File: config.mk
export PLATFORM = sky130hd
export DESIGN_NAME = transceiver_function_latch
export DESIGN_NICKNAME = d
export VERILOG_FILES = /design/src/core/fn_latch_pkg.sv /design/src/core/transceiver_function_latch.sv /design/src/core/pin_sync2.sv
export SDC_FILE = /design/constraint.sdc
export NUM_CORES = 1
export LEC_CHECK = 0
export BUFFER_PORTS_ARGS = -buffer_cell sky130_fd_sc_hd__clkbuf_2
export CAP_MARGIN = 15
export CELL_PAD_IN_SITES_DETAIL_PLACEMENT = 1
export CELL_PAD_IN_SITES_GLOBAL_PLACEMENT = 2
export CORE_AREA = 5 5 96 98
export CTS_CLUSTER_DIAMETER = 40
export DETAILED_ROUTE_END_ITERATION = 8
export DIE_AREA = 0 0 101 103
export PLACE_DENSITY = 0.81
export SKIP_CTS_REPAIR_TIMING = 1
export SLEW_MARGIN = 25
export SYNTH_ARGS = -nofsm -noshare
export SYNTH_HDL_FRONTEND = slang
export SYNTH_SLANG_ARGS = --single-unit
File: constraint.sdc
create_clock -name CORE_CLK -period 3.4 [get_ports CORE_CLK]
set_clock_uncertainty 0.15 [all_clocks]
set_input_delay 0.17 -clock CORE_CLK [delete_from_list [all_inputs] [get_ports CORE_CLK]]
set_output_delay 0.17 -clock CORE_CLK [all_outputs]
set_load 0.005 [all_outputs]
File: src/core/fn_latch_pkg.sv
package fn_latch_pkg;

    // ------------------------------------------------------------
    // widths
    // ------------------------------------------------------------
    localparam int SHIFT_W = 20;
    localparam int LATCH_W = 18;
    localparam int CTRL_W = 2;
    localparam int DEMOD_W = 6;
    localparam int SYNC_W = 5;

    // ------------------------------------------------------------
    // select bits in the shift word
    // ------------------------------------------------------------
    localparam int SEL_LOW_POS = 0;
    localparam logic [CTRL_W-1:0] CTRL_FEEDBACK = 2'h0;
    localparam logic [CTRL_W-1:0] CTRL_REFERENCE = 2'h2;

    // ------------------------------------------------------------
    // field positions inside the function latch
    // ------------------------------------------------------------
    localparam int FLD_PRESCALER = 0;
    localparam int FLD_POLARITY = 1;
    localparam int FLD_PUMP_GAIN = 2;
    localparam int FLD_PUMP_FLOAT = 3;
    localparam int FLD_RESERVED = 4;
    localparam int FLD_RX_SLEEP = 5;
    localparam int FLD_TX_SLEEP = 6;
    localparam int FLD_GP_OUT0 = 7;
    localparam int FLD_GP_OUT1 = 8;
    localparam int FLD_GP_OUT2 = 9;
    localparam int FLD_MODE_A = 10;
    localparam int FLD_MODE_B = 11;
    localparam int FLD_DEMOD_LO = 12;

    // ------------------------------------------------------------
    // reset values
    // ------------------------------------------------------------
    localparam logic [LATCH_W-1:0] LATCH_RESET = 18'h00000;
    localparam logic [SHIFT_W-1:0] SHIFT_RESET = 20'h00000;

    // power-down control source
    typedef enum logic [1:0] {MODE_SOFT, MODE_PIN, MODE_TEST} sleep_mode_e;

    // decode the two mode fields
    function automatic sleep_mode_e decode_mode(input logic a, input logic b);
        if (a != b) begin
            return MODE_TEST;
        end
        return a ? MODE_PIN : MODE_SOFT;
    endfunction : decode_mode

endpackage : fn_latch_pkg

File: src/core/transceiver_function_latch.sv
`timescale 1ns/100ps
`default_nettype none
module transceiver_function_latch
    import fn_latch_pkg::*;
(
    // core clock and reset
    input wire logic CORE_CLK,
    input wire logic RESET,
    // three-wire serial port from the host
    input wire logic SER_DATA,
    input wire logic SER_CLK,
    input wire logic LOAD_STROBE,
    // power-down pins
    input wire logic RX_SLEEP_PIN,
    input wire logic TX_SLEEP_PIN,
    // synthesizer controls
    output logic PRESCALER_MOD64,
    output logic PD_POLARITY_POS,
    output logic PUMP_GAIN_4X,
    output logic PUMP_FLOAT,
    // chain power
    output logic RX_CHAIN_ON,
    output logic TX_CHAIN_ON,
    // general outputs
    output logic GP_OUT0,
    output logic GP_OUT1,
    output logic GP_OUT2,
    // power-down mode status
    output logic MODE_SOFTWARE,
    output logic MODE_PIN,
    output logic MODE_TEST,
    // demodulator settings
    output logic [DEMOD_W-1:0] DEMOD_FIELDS,
    // loads routed to the counter latches
    output logic FEEDBACK_LOAD,
    output logic REFERENCE_LOAD,
    output logic [LATCH_W-1:0] LOAD_DATA
);

    // ------------------------------------------------------------
    // synchronisation of all pins
    // ------------------------------------------------------------
    logic [SYNC_W-1:0] pins_async;
    logic [SYNC_W-1:0] pins_sync;
    logic data_s;
    logic sclk_s;
    logic load_s;
    logic rx_pin_s;
    logic tx_pin_s;

    assign pins_async = {TX_SLEEP_PIN, RX_SLEEP_PIN, LOAD_STROBE, SER_CLK, SER_DATA};

    // data and clock share the same delay, so host setup margin is kept
    pin_sync2 #(
        .W(SYNC_W)
    ) u_sync (
        .clk(CORE_CLK),
        .rst(RESET),
        .d(pins_async),
        .q(pins_sync)
    );

    assign data_s = pins_sync[0];
    assign sclk_s = pins_sync[1];
    assign load_s = pins_sync[2];
    assign rx_pin_s = pins_sync[3];
    assign tx_pin_s = pins_sync[4];

    // ------------------------------------------------------------
    // edge detection
    // ------------------------------------------------------------
    logic sclk_d_reg;
    logic load_d_reg;
    logic sclk_rise;
    logic load_rise;

    // previous synchronised levels
    always_ff @(posedge CORE_CLK) begin
        if (RESET) begin
            sclk_d_reg <= 1'b0;
            load_d_reg <= 1'b0;
        end else begin
            sclk_d_reg <= sclk_s;
            load_d_reg <= load_s;
        end
    end

    assign sclk_rise = sclk_s & ~sclk_d_reg;
    assign load_rise = load_s & ~load_d_reg;

    // ------------------------------------------------------------
    // serial shift register
    // ------------------------------------------------------------
    logic [SHIFT_W-1:0] shift_reg;
    logic [SHIFT_W-1:0] shift_next;

    assign shift_next = sclk_rise ? {shift_reg[SHIFT_W-2:0], data_s} : shift_reg;

    always_ff @(posedge CORE_CLK) begin
        if (RESET) begin
            shift_reg <= SHIFT_RESET;
        end else begin
            shift_reg <= shift_next;
        end
    end

    // ------------------------------------------------------------
    // address decode of the trailing select bits
    // ------------------------------------------------------------
    logic [CTRL_W-1:0] ctrl_bits;
    logic [LATCH_W-1:0] word_fields;
    logic load_fn;
    logic load_fb;
    logic load_ref;

    assign ctrl_bits = shift_reg[CTRL_W-1:0];
    assign word_fields = shift_reg[SHIFT_W-1:CTRL_W];
    assign load_fn = load_rise & shift_reg[SEL_LOW_POS];
    assign load_fb = load_rise & (ctrl_bits == CTRL_FEEDBACK);
    assign load_ref = load_rise & (ctrl_bits == CTRL_REFERENCE);

    // ------------------------------------------------------------
    // function latch
    // ------------------------------------------------------------
    logic [LATCH_W-1:0] fn_reg;
    logic [LATCH_W-1:0] fn_next;

    // whole word copied at once; reserved field stored as sent
    assign fn_next = load_fn ? word_fields : fn_reg;

    always_ff @(posedge CORE_CLK) begin
        if (RESET) begin
            fn_reg <= LATCH_RESET;
        end else begin
            fn_reg <= fn_next;
        end
    end

    // ------------------------------------------------------------
    // counter load strobes
    // ------------------------------------------------------------
    logic fb_load_reg;
    logic ref_load_reg;
    logic [LATCH_W-1:0] load_data_reg;
    logic [LATCH_W-1:0] load_data_next;

    // data bus only moves on a counter load, so it stays quiet otherwise
    assign load_data_next = (load_fb | load_ref) ? word_fields : load_data_reg;

    always_ff @(posedge CORE_CLK) begin
        if (RESET) begin
            fb_load_reg <= 1'b0;
            ref_load_reg <= 1'b0;
            load_data_reg <= LATCH_RESET;
        end else begin
            fb_load_reg <= load_fb;
            ref_load_reg <= load_ref;
            load_data_reg <= load_data_next;
        end
    end

    // ------------------------------------------------------------
    // power-down mode and chain control
    // ------------------------------------------------------------
    sleep_mode_e mode;
    logic soft_mode;
    logic pin_mode;
    logic rx_on_next;
    logic tx_on_next;
    logic gp1_next;
    logic gp2_next;

    assign mode = decode_mode(fn_reg[FLD_MODE_A], fn_reg[FLD_MODE_B]);
    assign soft_mode = (mode == MODE_SOFT);
    assign pin_mode = (mode == fn_latch_pkg::MODE_PIN); // scoped: the status port shares this name

    // rx by field, rx by pin; test combos leave chains on
    assign rx_on_next = soft_mode ? ~fn_reg[FLD_RX_SLEEP] :
                        pin_mode ? rx_pin_s : 1'b1;
    assign tx_on_next = soft_mode ? ~fn_reg[FLD_TX_SLEEP] :
                        pin_mode ? tx_pin_s : 1'b1;
    // outputs 1 and 2 held low outside software mode
    assign gp1_next = soft_mode & fn_reg[FLD_GP_OUT1];
    assign gp2_next = soft_mode & fn_reg[FLD_GP_OUT2];

    // ------------------------------------------------------------
    // output registers
    // ------------------------------------------------------------
    logic presc_reg;
    logic pol_reg;
    logic gain_reg;
    logic float_reg;
    logic rx_on_reg;
    logic tx_on_reg;
    logic gp0_reg;
    logic gp1_reg;
    logic gp2_reg;
    logic msoft_reg;
    logic mpin_reg;
    logic mtest_reg;
    logic [DEMOD_W-1:0] demod_reg;

    // synthesizer settings, all from one latch value
    always_ff @(posedge CORE_CLK) begin
        if (RESET) begin
            presc_reg <= 1'b0;
            pol_reg <= 1'b0;
            gain_reg <= 1'b0;
            float_reg <= 1'b0;
        end else begin
            presc_reg <= fn_reg[FLD_PRESCALER];
            pol_reg <= fn_reg[FLD_POLARITY];
            gain_reg <= fn_reg[FLD_PUMP_GAIN];
            float_reg <= fn_reg[FLD_PUMP_FLOAT];
        end
    end

    always_ff @(posedge CORE_CLK) begin
        if (RESET) begin
            rx_on_reg <= 1'b1;
            tx_on_reg <= 1'b1;
            gp0_reg <= 1'b0;
            gp1_reg <= 1'b0;
            gp2_reg <= 1'b0;
        end else begin
            rx_on_reg <= rx_on_next;
            tx_on_reg <= tx_on_next;
            gp0_reg <= fn_reg[FLD_GP_OUT0];
            gp1_reg <= gp1_next;
            gp2_reg <= gp2_next;
        end
    end

    always_ff @(posedge CORE_CLK) begin
        if (RESET) begin
            msoft_reg <= 1'b1;
            mpin_reg <= 1'b0;
            mtest_reg <= 1'b0;
            demod_reg <= '0;
        end else begin
            msoft_reg <= soft_mode;
            mpin_reg <= pin_mode;
            mtest_reg <= (mode == fn_latch_pkg::MODE_TEST); // scoped: port of the same name
            demod_reg <= fn_reg[LATCH_W-1:FLD_DEMOD_LO];
        end
    end

    // ------------------------------------------------------------
    // output drive
    // ------------------------------------------------------------
    assign PRESCALER_MOD64 = presc_reg;
    assign PD_POLARITY_POS = pol_reg;
    assign PUMP_GAIN_4X = gain_reg;
    assign PUMP_FLOAT = float_reg;
    assign RX_CHAIN_ON = rx_on_reg;
    assign TX_CHAIN_ON = tx_on_reg;
    assign GP_OUT0 = gp0_reg;
    assign GP_OUT1 = gp1_reg;
    assign GP_OUT2 = gp2_reg;
    assign MODE_SOFTWARE = msoft_reg;
    assign MODE_PIN = mpin_reg;
    assign MODE_TEST = mtest_reg;
    assign DEMOD_FIELDS = demod_reg;
    assign FEEDBACK_LOAD = fb_load_reg;
    assign REFERENCE_LOAD = ref_load_reg;
    assign LOAD_DATA = load_data_reg;
endmodule : transceiver_function_latch
`default_nettype wire

File: src/core/pin_sync2.sv
`timescale 1ns/100ps
`default_nettype none
module pin_sync2
    import fn_latch_pkg::*;
#(
    parameter int W = SYNC_W
) (
    // clock and reset
    input wire logic clk,
    input wire logic rst,
    // asynchronous levels in, synchronised levels out
    input wire logic [W-1:0] d,
    output logic [W-1:0] q
);

    logic [W-1:0] meta_reg;
    logic [W-1:0] hold_reg;

    // ------------------------------------------------------------
    // two flops; first stage feeds only the second
    // ------------------------------------------------------------
    always_ff @(posedge clk) begin
        if (rst) begin
            meta_reg <= '0;
            hold_reg <= '0;
        end else begin
            meta_reg <= d;
            hold_reg <= meta_reg;
        end
    end

    assign q = hold_reg;

endmodule : pin_sync2
`default_nettype wire

==> out/results.ini, run 1 <==
[logic_synthesis]
yosys_warnings = 0
synth-adder-area-share = 0.0126
synth_area_um2 = 2970
synth_top_family_by_area = simple AND/OR/NAND/NOR gates
syn_area_per_cell_um2 = 9.32
ys_types = 22
synth-compound-area-share = 0.121
syn_nets = 329
synthCells = 319
synth_xor_area_frac = 0
synthSimpleGateAreaFrac = 0.238
ys_seq_area_frac = 0.586
synth_mux_area_frac = 0
ys_ff_latch = 87

[power_and_ir_drop]
peakVddDrop_uv = 173
p_leak_nw = 1.27
power_density_nw_per_um2 = 519

[drt]
first_pass_iters = 4
wl_mm = 6.05
route.detailed.drc = 0
drtAntennaViolNets = 0
avgRoutedWirePerCell_um = 12.7
vias = 2125
drt-initial-drc-count = 56
vias_per_cell = 4.47

[critical_path]
r2r_cells = 3
reg2reg_to = LOAD_DATA[6]
worstSetupEndpointType = register
crit_arrival_ns = 1.76
worst_ep_required_time_ns = 3.53
start_kind = register
r2r_start = u_sync.q[2]
worst-setup-path-type = reg -> reg
rrSetupSlack_ns = 1.77
path_max_fanout = 18

[worst_hold_path]
hold_depth = 2
min_delay_worst_endpoint = GP_OUT0
hold_path.class = in -> reg
hp-start = RESET

[floorplan]
start_util = 0.355
die_area_um2 = 10400
fp.coreArea_um2 = 8380
rows = 34
die_w_um = 101
ios = 45
die_h_um = 103

[global_routing]
grt_usage = 0.127
grt_max_degree = 63
antenna_found_initial = 0
grt_pass1_vias = 2156
grt_pass1_wl_mm = 10.4
grt_overflow_total = 0

[timing]
setup_violations = 0
period_minus_slack_ns = 1.63
rsz0062_at_grt = false
setup_tns_ns = 0
max_slew_margin = 0.482
fmax_mhz = 615
worst_pin_slew_ns = 0.777
hold_viol = 0
drv_slew = 0
period_share = 0.479
worst_slack_ns = 1.77

[placed_design]
gp_congestion = 0.698
dp_hpwl_mm = 4.09
io_buffers = 44
place_ws_ns = 1.74

[cts]
path_clk_slew_ns = 0.09
h-tree-depth = 3
cts.path.max_buffers = 2
cts_tree = yes
clock_latency_ns = 0.35
clockRootBuffer = clkbuf_8
cts_buffers = 9
cts_sinks = 87

[outcome]
status = completed

[finish]
nNetsFinal = 372
area_growth_pct = 17.5
drive_gt1_frac = 0.251
largest_reg_flops = 20
layout_commonest_cell = nand2_1
final_cell_mix = nand2_1 (109), dfxtp_1 (87), clkbuf_2 (43)
antenna_cells = 0

[job]
maxCapViolations = 0

==> metrics by stage <==
stage	total power, mW	hold WS [ns]	util	instances	instance area [µm²]
floorplan	1.09	0.148	-	319	2970
global placement	1.09	0.234	0.386	454	3230
detailed placement	1.09	0.239	0.386	454	3240
CTS	1.83	-0.143	0.411	470	3440
global route	1.89	0.203	0.417	475	3490
finish	1.81	0.172	0.417	475	3490
==> cells by family (layout without fill, tap and decap cells) <==
family          count (synthesis)  count (layout)
compound gates                 57              57
fa+ha+maj                       3               3
flops                          87              87
simple gates                  150             150
buf+inv                        22              70
==> how the worst max path moves through the flow <==
stage	endpoint	slack, ns	cells past startpoint	start
2_1_floorplan	TX_CHAIN_ON	2.03	5	fn_reg[10]
4_1_cts	LOAD_DATA[6]	1.71	3	u_sync.q[2]
3_3_place_gp	shift_reg[15]	1.64	3	RESET
3_5_place_dp	LOAD_DATA[3]	1.74	3	u_sync.q[2]
6_report	LOAD_DATA[6]	1.77	3	u_sync.q[2]
5_1_grt	LOAD_DATA[9]	1.57	3	u_sync.q[2]
==> layer usage <==
| layer | routed length, µm | vias to the layer above | global-route usage |
|---|---|---|---|
| met5 | 0 | - | 0 |
| met4 | 110 | 0 | 0.0624 |
| met3 | 288 | 9 | 0.0284 |
| met2 | 2540 | 41 | 0.190 |
| met1 | 3110 | 976 | 0.172 |
| li1 | - | 1099 | - |
==> synthesized netlist by cell type <==
master	instances	share of area
or2_2	3	0.0063
nor2b_1	26	0.055
nand3b_2	1	0.0038
a21oi_1	37	0.062
nand2_1	109	0.14
buf_2	5	0.0084
nor3_2	1	0.0034
nand2_2	1	0.0021
buf_6	3	0.011
nor3b_4	1	0.0063
dfxtp_1	87	0.59
ha_1	3	0.013
nor3b_2	1	0.0042
nor3b_1	2	0.0050
a21oi_2	20	0.059
inv_1	2	0.0025
nand2b_1	1	0.0021
or3b_4	1	0.0038
clkbuf_1	10	0.013
and3b_1	3	0.0088
buf_4	1	0.0025
buf_8	1	0.0050
==> power by group <==
group	switching (mW)	leakage, nW	internal (mW)
registers	0.00280	0.703	1.02
clock network	0.361	0.105	0.379
logic	0.0317	0.465	0.0149
==> critical path: stages (launching register included) <==
cell,delay (ns)
dfxtp_1,0.41
nor3b_4,0.68
nand2_1,0.16
a21oi_1,0.15
==> layout make-up <==
type                    count  area, µm²
flip-flops and latches     87       1740
well taps                 108        135
repair buffers             52        295
inverters                   2       7.51
fillers                   981       4890
clock buffers              11        151
multi-input cells         210       1110
clock inverters             5       56.3
Power figures use the tool's default switching activity.
==> run 2: changes to the inputs <==
--- a/config.mk
+++ b/config.mk
@@ -9,11 +9,11 @@
 export CAP_MARGIN = 15
 export CELL_PAD_IN_SITES_DETAIL_PLACEMENT = 1
 export CELL_PAD_IN_SITES_GLOBAL_PLACEMENT = 2
-export CORE_AREA = 5 5 96 98
+export CORE_AREA = 5 5 100 102
 export CTS_CLUSTER_DIAMETER = 40
 export DETAILED_ROUTE_END_ITERATION = 8
-export DIE_AREA = 0 0 101 103
-export PLACE_DENSITY = 0.81
+export DIE_AREA = 0 0 105 107
+export PLACE_DENSITY = 0.75
 export SKIP_CTS_REPAIR_TIMING = 1
 export SLEW_MARGIN = 25
 export SYNTH_ARGS = -nofsm -noshare
==> constraint.sdc (replaced) <==
create_clock -name CORE_CLK -period 1.55 [get_ports CORE_CLK]
set_clock_uncertainty 0.15 [all_clocks]
set_input_delay 0.0775 -clock CORE_CLK [delete_from_list [all_inputs] [get_ports CORE_CLK]]
set_output_delay 0.0775 -clock CORE_CLK [all_outputs]
set_load 0.005 [all_outputs]
==> out/results.ini, run 2 (same netlist as run 1, synthesis figures left out) <==
[timing]
period_minus_slack_ns = 1.45  ; -0.177 ns
drv_slew = 0  ; unchanged
max_slew_margin = 0.727  ; +0.245
worst_pin_slew_ns = 0.408  ; -0.370 ns
fmax_mhz = 690  ; +12%
rsz0062_at_grt = false
setup_tns_ns = 0  ; unchanged
hold_viol = 0  ; unchanged
setup_violations = 0  ; unchanged
period_share = 0.935  ; +0.457

[cts]
path_clk_slew_ns = 0.09  ; about the same
clockRootBuffer = clkbuf_8
cts.path.max_buffers = 2  ; unchanged
cts_tree = yes
h-tree-depth = 3  ; unchanged
cts_sinks = 87  ; unchanged
clock_latency_ns = 0.35  ; about the same
cts_buffers = 9  ; unchanged

[power_and_ir_drop]
comb_power_share = 0.031  ; +0.005
seq_power_share = 0.589  ; +0.023
pwr-share-clk = 0.380  ; -0.028
p_int_mw = 2.92  ; +110%
power.switching_uw = 905  ; +130%
peakVddDrop_uv = 333  ; +93%
p_sw_frac = 0.236  ; +0.0180
p_leak_nw = 1.30  ; +1.9%
power_density_nw_per_um2 = 1070  ; +110%

[outcome]
status = completed

[floorplan]
start_util = 0.330  ; -0.0252
die_h_um = 107  ; +3.9%
fp.coreArea_um2 = 9020  ; +7.6%
die_w_um = 105  ; +4.0%
ios = 45  ; unchanged
rows = 35  ; +2.9%
die_area_um2 = 11200  ; +8.0%

[placed_design]
placed_cells = 461  ; +1.5%
io_buffers = 44  ; unchanged
gp_congestion = 0.685  ; -1.7%
dp_hpwl_mm = 4.19  ; +2.3%

[global_routing]
grt_pass1_vias = 2199  ; +2.0%
grt_pass1_wl_mm = 10.7  ; +2.5%
grt_max_degree = 33  ; -48%
antenna_found_initial = 0  ; unchanged
grt_usage = 0.115  ; -0.0117
grt_overflow_total = 0  ; unchanged

[drt]
avgRoutedWirePerCell_um = 12.9  ; +1.7%
route.detailed.drc = 0  ; unchanged
drtAntennaViolNets = 0  ; unchanged
vias_per_cell = 4.52  ; +1.1%
wl_mm = 6.27  ; +3.7%
drt-initial-drc-count = 47  ; -16%
vias = 2190  ; +3.1%
first_pass_iters = 4  ; unchanged

[finish]
antenna_cells = 0  ; unchanged
area_growth_pct = 19.7
final_cell_mix = nand2_1 (109), dfxtp_1 (85), clkbuf_2 (43)
largest_reg_flops = 20  ; unchanged
drive_gt1_frac = 0.263  ; +0.0121
n_fill_cell = 1066  ; +8.7%
layout.cells.non_filler = 484  ; +1.9%
layout_commonest_cell = nand2_1
utilization = 0.395  ; -0.0221
nNetsFinal = 378  ; +1.6%

[worst_hold_path]
hp-start = u_sync.meta_reg[1]
hold_depth = 1  ; -1
min_delay_worst_endpoint = u_sync.q[1]
hold_path.class = reg -> reg

[critical_path]
crit_arrival_ns = 1.54  ; -0.22 ns
worst_ep_required_time_ns = 1.64  ; -1.89 ns
rrSetupSlack_ns = 0.10  ; -1.67 ns
worstSetupEndpointType = register
r2r_cells = 5  ; +2
cp_slowest_cell = dfxtp_2
reg2reg_to = TX_CHAIN_ON
worstPathCellList = inv_1 -> ha_1 -> nor3b_1 -> a21oi_1 -> or2_2
start_kind = register
slowest_delay_ns = 0.35  ; -0.33 ns
path_max_fanout = 5  ; -13
worst-setup-path-type = reg -> reg
r2r_start = fn_reg[10]

[job]
maxCapViolations = 0  ; unchanged

[run 2: cell types whose count changed in the layout (fill, tap and decap cells not counted), sizes merged]
| cell | previous run | this run |
|---|---|---|
| dlygate4sd3 | 5 | 7 |
| clkinvlp | 1 | 2 |
| bufinv | 1 | 0 |
| buf | 4 | 8 |
| clkinv | 3 | 4 |
| clkbuf | 54 | 53 |
[run 2: worst max-delay path: cells and delay by family, from the launching register on]
family                     cells  cell delay (ns)
and+or+nand+nor                2             0.47
DFF                            1             0.35
adders and majority gates      1             0.25
buffers and inverters          1             0.06
AOI/OAI and AO/OA              1             0.06
[run 2: stage by stage]
step / hold WS (ns) / worst slack [ns] / instance area [µm²] / power [mW]
final: 0.294 / 0.100 / 3560 / 3.83
after global routing: 0.323 / 0.0249 / 3560 / 4.00
after CTS: -0.231 / 0.0544 / 3490 / 3.89
after detailed placement: 0.151 / 0.0664 / 3300 / 2.41
after global placement: 0.138 / 0.147 / 3300 / 2.41
after floorplan: 0.0557 / 0.178 / 2970 / 2.38
[run 2: worst max path at each step]
stage	start	end	slack (ns)	depth (start not counted)
floorplan	fn_reg[10]	TX_CHAIN_ON	0.18	5
global placement	fn_reg[10]	TX_CHAIN_ON	0.15	5
detailed placement	fn_reg[10]	RX_CHAIN_ON	0.07	5
CTS	fn_reg[10]	RX_CHAIN_ON	0.05	5
global route	shift_reg[0]	fn_reg[14]	0.02	3
finish	fn_reg[10]	TX_CHAIN_ON	0.10	5
[run 2: routing by layer]
metal | track usage | part of all wire
met1 | 0.157 | 0.53
met2 | 0.170 | 0.42
met3 | 0.0277 | 0.038
met4 | 0.0548 | 0.020
met5 | 0 | 0
[run 2: layout make-up]
type | count | area, µm² | share of cell area
repair buffers | 58 | 380 | 0.107
multi-input cells | 210 | 1110 | 0.311
inverters | 2 | 7.51 | 0.00211
well taps | 111 | 139 | 0.0390
flip-flops and latches | 87 | 1740 | 0.490
clock inverters | 6 | 46.3 | 0.0130
clock buffers | 10 | 138 | 0.0387
[run 2: power by group through the flow]
| stage | combinational (mW) | clock [mW] | sequential [mW] |
|---|---|---|---|
| floorplan | 0.0759 | 0 | 2.30 |
| global placement | 0.107 | 0 | 2.31 |
| detailed placement | 0.108 | 0 | 2.31 |
| CTS | 0.108 | 1.53 | 2.25 |
| global route | 0.133 | 1.61 | 2.26 |
| finish | 0.119 | 1.46 | 2.25 |
==> run 3: changes to the inputs <==
--- a/config.mk
+++ b/config.mk
@@ -7,15 +7,16 @@
 export LEC_CHECK = 0
 export BUFFER_PORTS_ARGS = -buffer_cell sky130_fd_sc_hd__clkbuf_2
 export CAP_MARGIN = 15
-export CELL_PAD_IN_SITES_DETAIL_PLACEMENT = 1
-export CELL_PAD_IN_SITES_GLOBAL_PLACEMENT = 2
-export CORE_AREA = 5 5 100 102
+export CELL_PAD_IN_SITES_DETAIL_PLACEMENT = 0
+export CELL_PAD_IN_SITES_GLOBAL_PLACEMENT = 1
+export CORE_AREA = 5 5 90 92
 export CTS_CLUSTER_DIAMETER = 40
 export DETAILED_ROUTE_END_ITERATION = 8
-export DIE_AREA = 0 0 105 107
-export PLACE_DENSITY = 0.75
+export DIE_AREA = 0 0 95 97
+export PLACE_DENSITY = 0.74
 export SKIP_CTS_REPAIR_TIMING = 1
 export SLEW_MARGIN = 25
 export SYNTH_ARGS = -nofsm -noshare
 export SYNTH_HDL_FRONTEND = slang
+export SYNTH_HIERARCHICAL = 1
 export SYNTH_SLANG_ARGS = --single-unit
==> out/results.ini, run 3 <==
[power_and_ir_drop]
seq_power_share = 0.551  ; -0.038
peakVddDrop_uv = 488  ; +47%
p_int_mw = 3.29  ; +12%
p_sw_frac = 0.197  ; -0.0392
power.switching_uw = 807  ; -11%
p_leak_nw = 1.33  ; +2.1%
power_density_nw_per_um2 = 1170  ; +8.6%
pwr-share-clk = 0.423  ; +0.043
comb_power_share = 0.027  ; -0.004

[critical_path]
start_kind = register
cp_slowest_cell = dfxtp_1
path_max_fanout = 5  ; unchanged
worstPathCellList = inv_1 -> ha_1 -> nor3b_1 -> a21oi_1 -> or2_2
worst-setup-path-type = reg -> reg
crit_arrival_ns = 1.53  ; about the same
worst_ep_required_time_ns = 1.64  ; about the same
worstSetupEndpointType = register
slowest_delay_ns = 0.36  ; about the same

[finish]
layout.cells.non_filler = 476  ; -1.7%
final_cell_mix = nand2_1 (110), dfxtp_1 (86), a21oi_1 (57)
area_growth_pct = 21.8
largest_reg_flops = 20  ; unchanged
nNetsFinal = 382  ; +1.1%
layout_commonest_cell = nand2_1
drive_gt1_frac = 0.199  ; -0.0638
antenna_cells = 0  ; unchanged

[timing]
worst_pin_slew_ns = 0.475  ; +0.0670 ns
hold_viol = 0  ; unchanged
setup_tns_ns = 0  ; unchanged
drv_slew = 0  ; unchanged
period_share = 0.932  ; -0.00290
setup_violations = 0  ; unchanged
max_slew_margin = 0.684  ; -0.0432
fmax_mhz = 692  ; +0.31%
period_minus_slack_ns = 1.45  ; -0.00450 ns
rsz0062_at_grt = false
worst_slack_ns = 0.105  ; +0.00450 ns

[cts]
cts.path.max_buffers = 2  ; unchanged
path_clk_slew_ns = 0.08  ; about the same
cts_tree = yes
cts_buffers = 9  ; unchanged
clockRootBuffer = clkbuf_8
h-tree-depth = 3  ; unchanged
clock_latency_ns = 0.35  ; about the same
cts_sinks = 87  ; unchanged

[outcome]
status = completed

[floorplan]
rows = 31  ; -11%
die_area_um2 = 9220  ; -18%
die_w_um = 95  ; -9.5%
start_util = 0.403  ; +0.0734
fp.coreArea_um2 = 7140  ; -21%
die_h_um = 97  ; -9.3%
ios = 45  ; unchanged

[logic_synthesis]
syn_nets = 330  ; +0.30%
synth_edf_count = 0  ; unchanged
synthCells = 320  ; +0.31%
ys_types = 20  ; -9.1%
yosys_warnings = 6  ; +6
ys_ff_latch = 87  ; unchanged
async_flop_share = 0  ; unchanged
synth_top_area_frac = 0.605  ; +0.0199
syn_area_per_cell_um2 = 8.99  ; -3.6%
ys_seq_area_frac = 0.605  ; +0.0199
synth-main-ff-cell = dfxtp_1
synth_commonest_cells = nand2_1 (110), dfxtp_1 (87), a21oi_1 (57)
synth_area_um2 = 2880  ; -3.3%
yosys.area.top_type = dfxtp_1
netlist_top_cells_area = dfxtp_1 (61%), nand2_1 (14%), a21oi_1 (9.9%)
synth_most_common_cell = nand2_1

[job]
maxCapViolations = 0  ; unchanged

[placed_design]
io_buffers = 44  ; unchanged
placed_cells = 455  ; -1.3%
dp_hpwl_mm = 3.81  ; -9.0%
place_ws_ns = 0.0897  ; +0.0233 ns
gp_congestion = 0.745  ; +8.6%

[global_routing]
antenna_found_initial = 0  ; unchanged
grt_pass1_wl_mm = 9.60  ; -10%
grt_usage = 0.133  ; +0.0179
grt_pass1_vias = 2020  ; -8.1%
grt_overflow_total = 0  ; unchanged
grt_max_degree = 29  ; -12%

[drt]
wl_mm = 5.61  ; -10%
vias_per_cell = 4.58  ; +1.1%
drt-initial-drc-count = 82  ; +74%
route.detailed.drc = 0  ; unchanged
first_pass_iters = 4  ; unchanged
drtAntennaViolNets = 0  ; unchanged
vias = 2178  ; -0.55%
avgRoutedWirePerCell_um = 11.8  ; -9.0%

[worst_hold_path]
hold_path.class = in -> reg

## run 3: logic make-up (layout without fill, tap and decap cells)
group / after synthesis / in the layout / share of synthesized area
AND/OR/NAND/NOR: 151 / 151 / 0.243
AO/OA/AOI/OAI: 57 / 57 / 0.0992
buffers and inverters: 22 / 79 / 0.0396
adder cells (fa/ha/maj): 3 / 3 / 0.0131
flip-flops: 87 / 87 / 0.605
## run 3: cell type report
class | count | area, µm²
tap | 99 | 124
multi-input combinational | 211 | 1020
clock inverter | 3 | 65.1
fill | 737 | 3630
inverter | 2 | 7.51
clock buffer | 13 | 159
timing repair buffer | 61 | 385
sequential | 87 | 1740
## run 3: worst max-delay path, delay by kind of cell, from the launching register on
| family | cells | cell delay (ns) |
|---|---|---|
| fa+ha+maj | 1 | 0.23 |
| compound gates | 1 | 0.05 |
| simple gates | 2 | 0.47 |
| flops | 1 | 0.36 |
| buf+inv | 1 | 0.07 |
## run 3: through the flow
stage	power [mW]	util	instance area, µm²	hold WS [ns]
after CTS	4.14	0.484	3450	-0.231
after detailed placement	2.41	0.452	3230	0.142
final	4.09	0.491	3500	0.0904
after global routing	4.26	0.491	3500	0.129
after global placement	2.41	0.452	3230	0.136
after floorplan	2.37	-	2880	-0.000889
## run 3: power groups by stage
stage               logic, mW  clock network (mW)  registers [mW]
detailed placement      0.102                   0            2.31
global route            0.123                1.88            2.25
CTS                     0.102                1.78            2.25
global placement        0.102                   0            2.31
floorplan              0.0662                   0            2.30
finish                  0.110                1.73            2.25
## run 3: metal layers
metal	global-route usage	share of wire	up-vias
li1	-	-	1125
met5	0	0	-
met2	0.197	0.46	46
met3	0.0427	0.044	9
met4	0.0566	0.016	0
met1	0.176	0.48	998
## run 3: path summary, 6_finish.rpt
kind	slack [ns]	start	cells past startpoint	end
setup / recovery	0.10	fn_reg[11]	5	TX_CHAIN_ON
hold / removal	0.09	RESET	2	u_sync/meta_reg[1]
setup reg to reg	0.10	fn_reg[11]	5	TX_CHAIN_ON
hold reg to reg	0.29	u_sync/meta_reg[3]	1	u_sync/q[3]
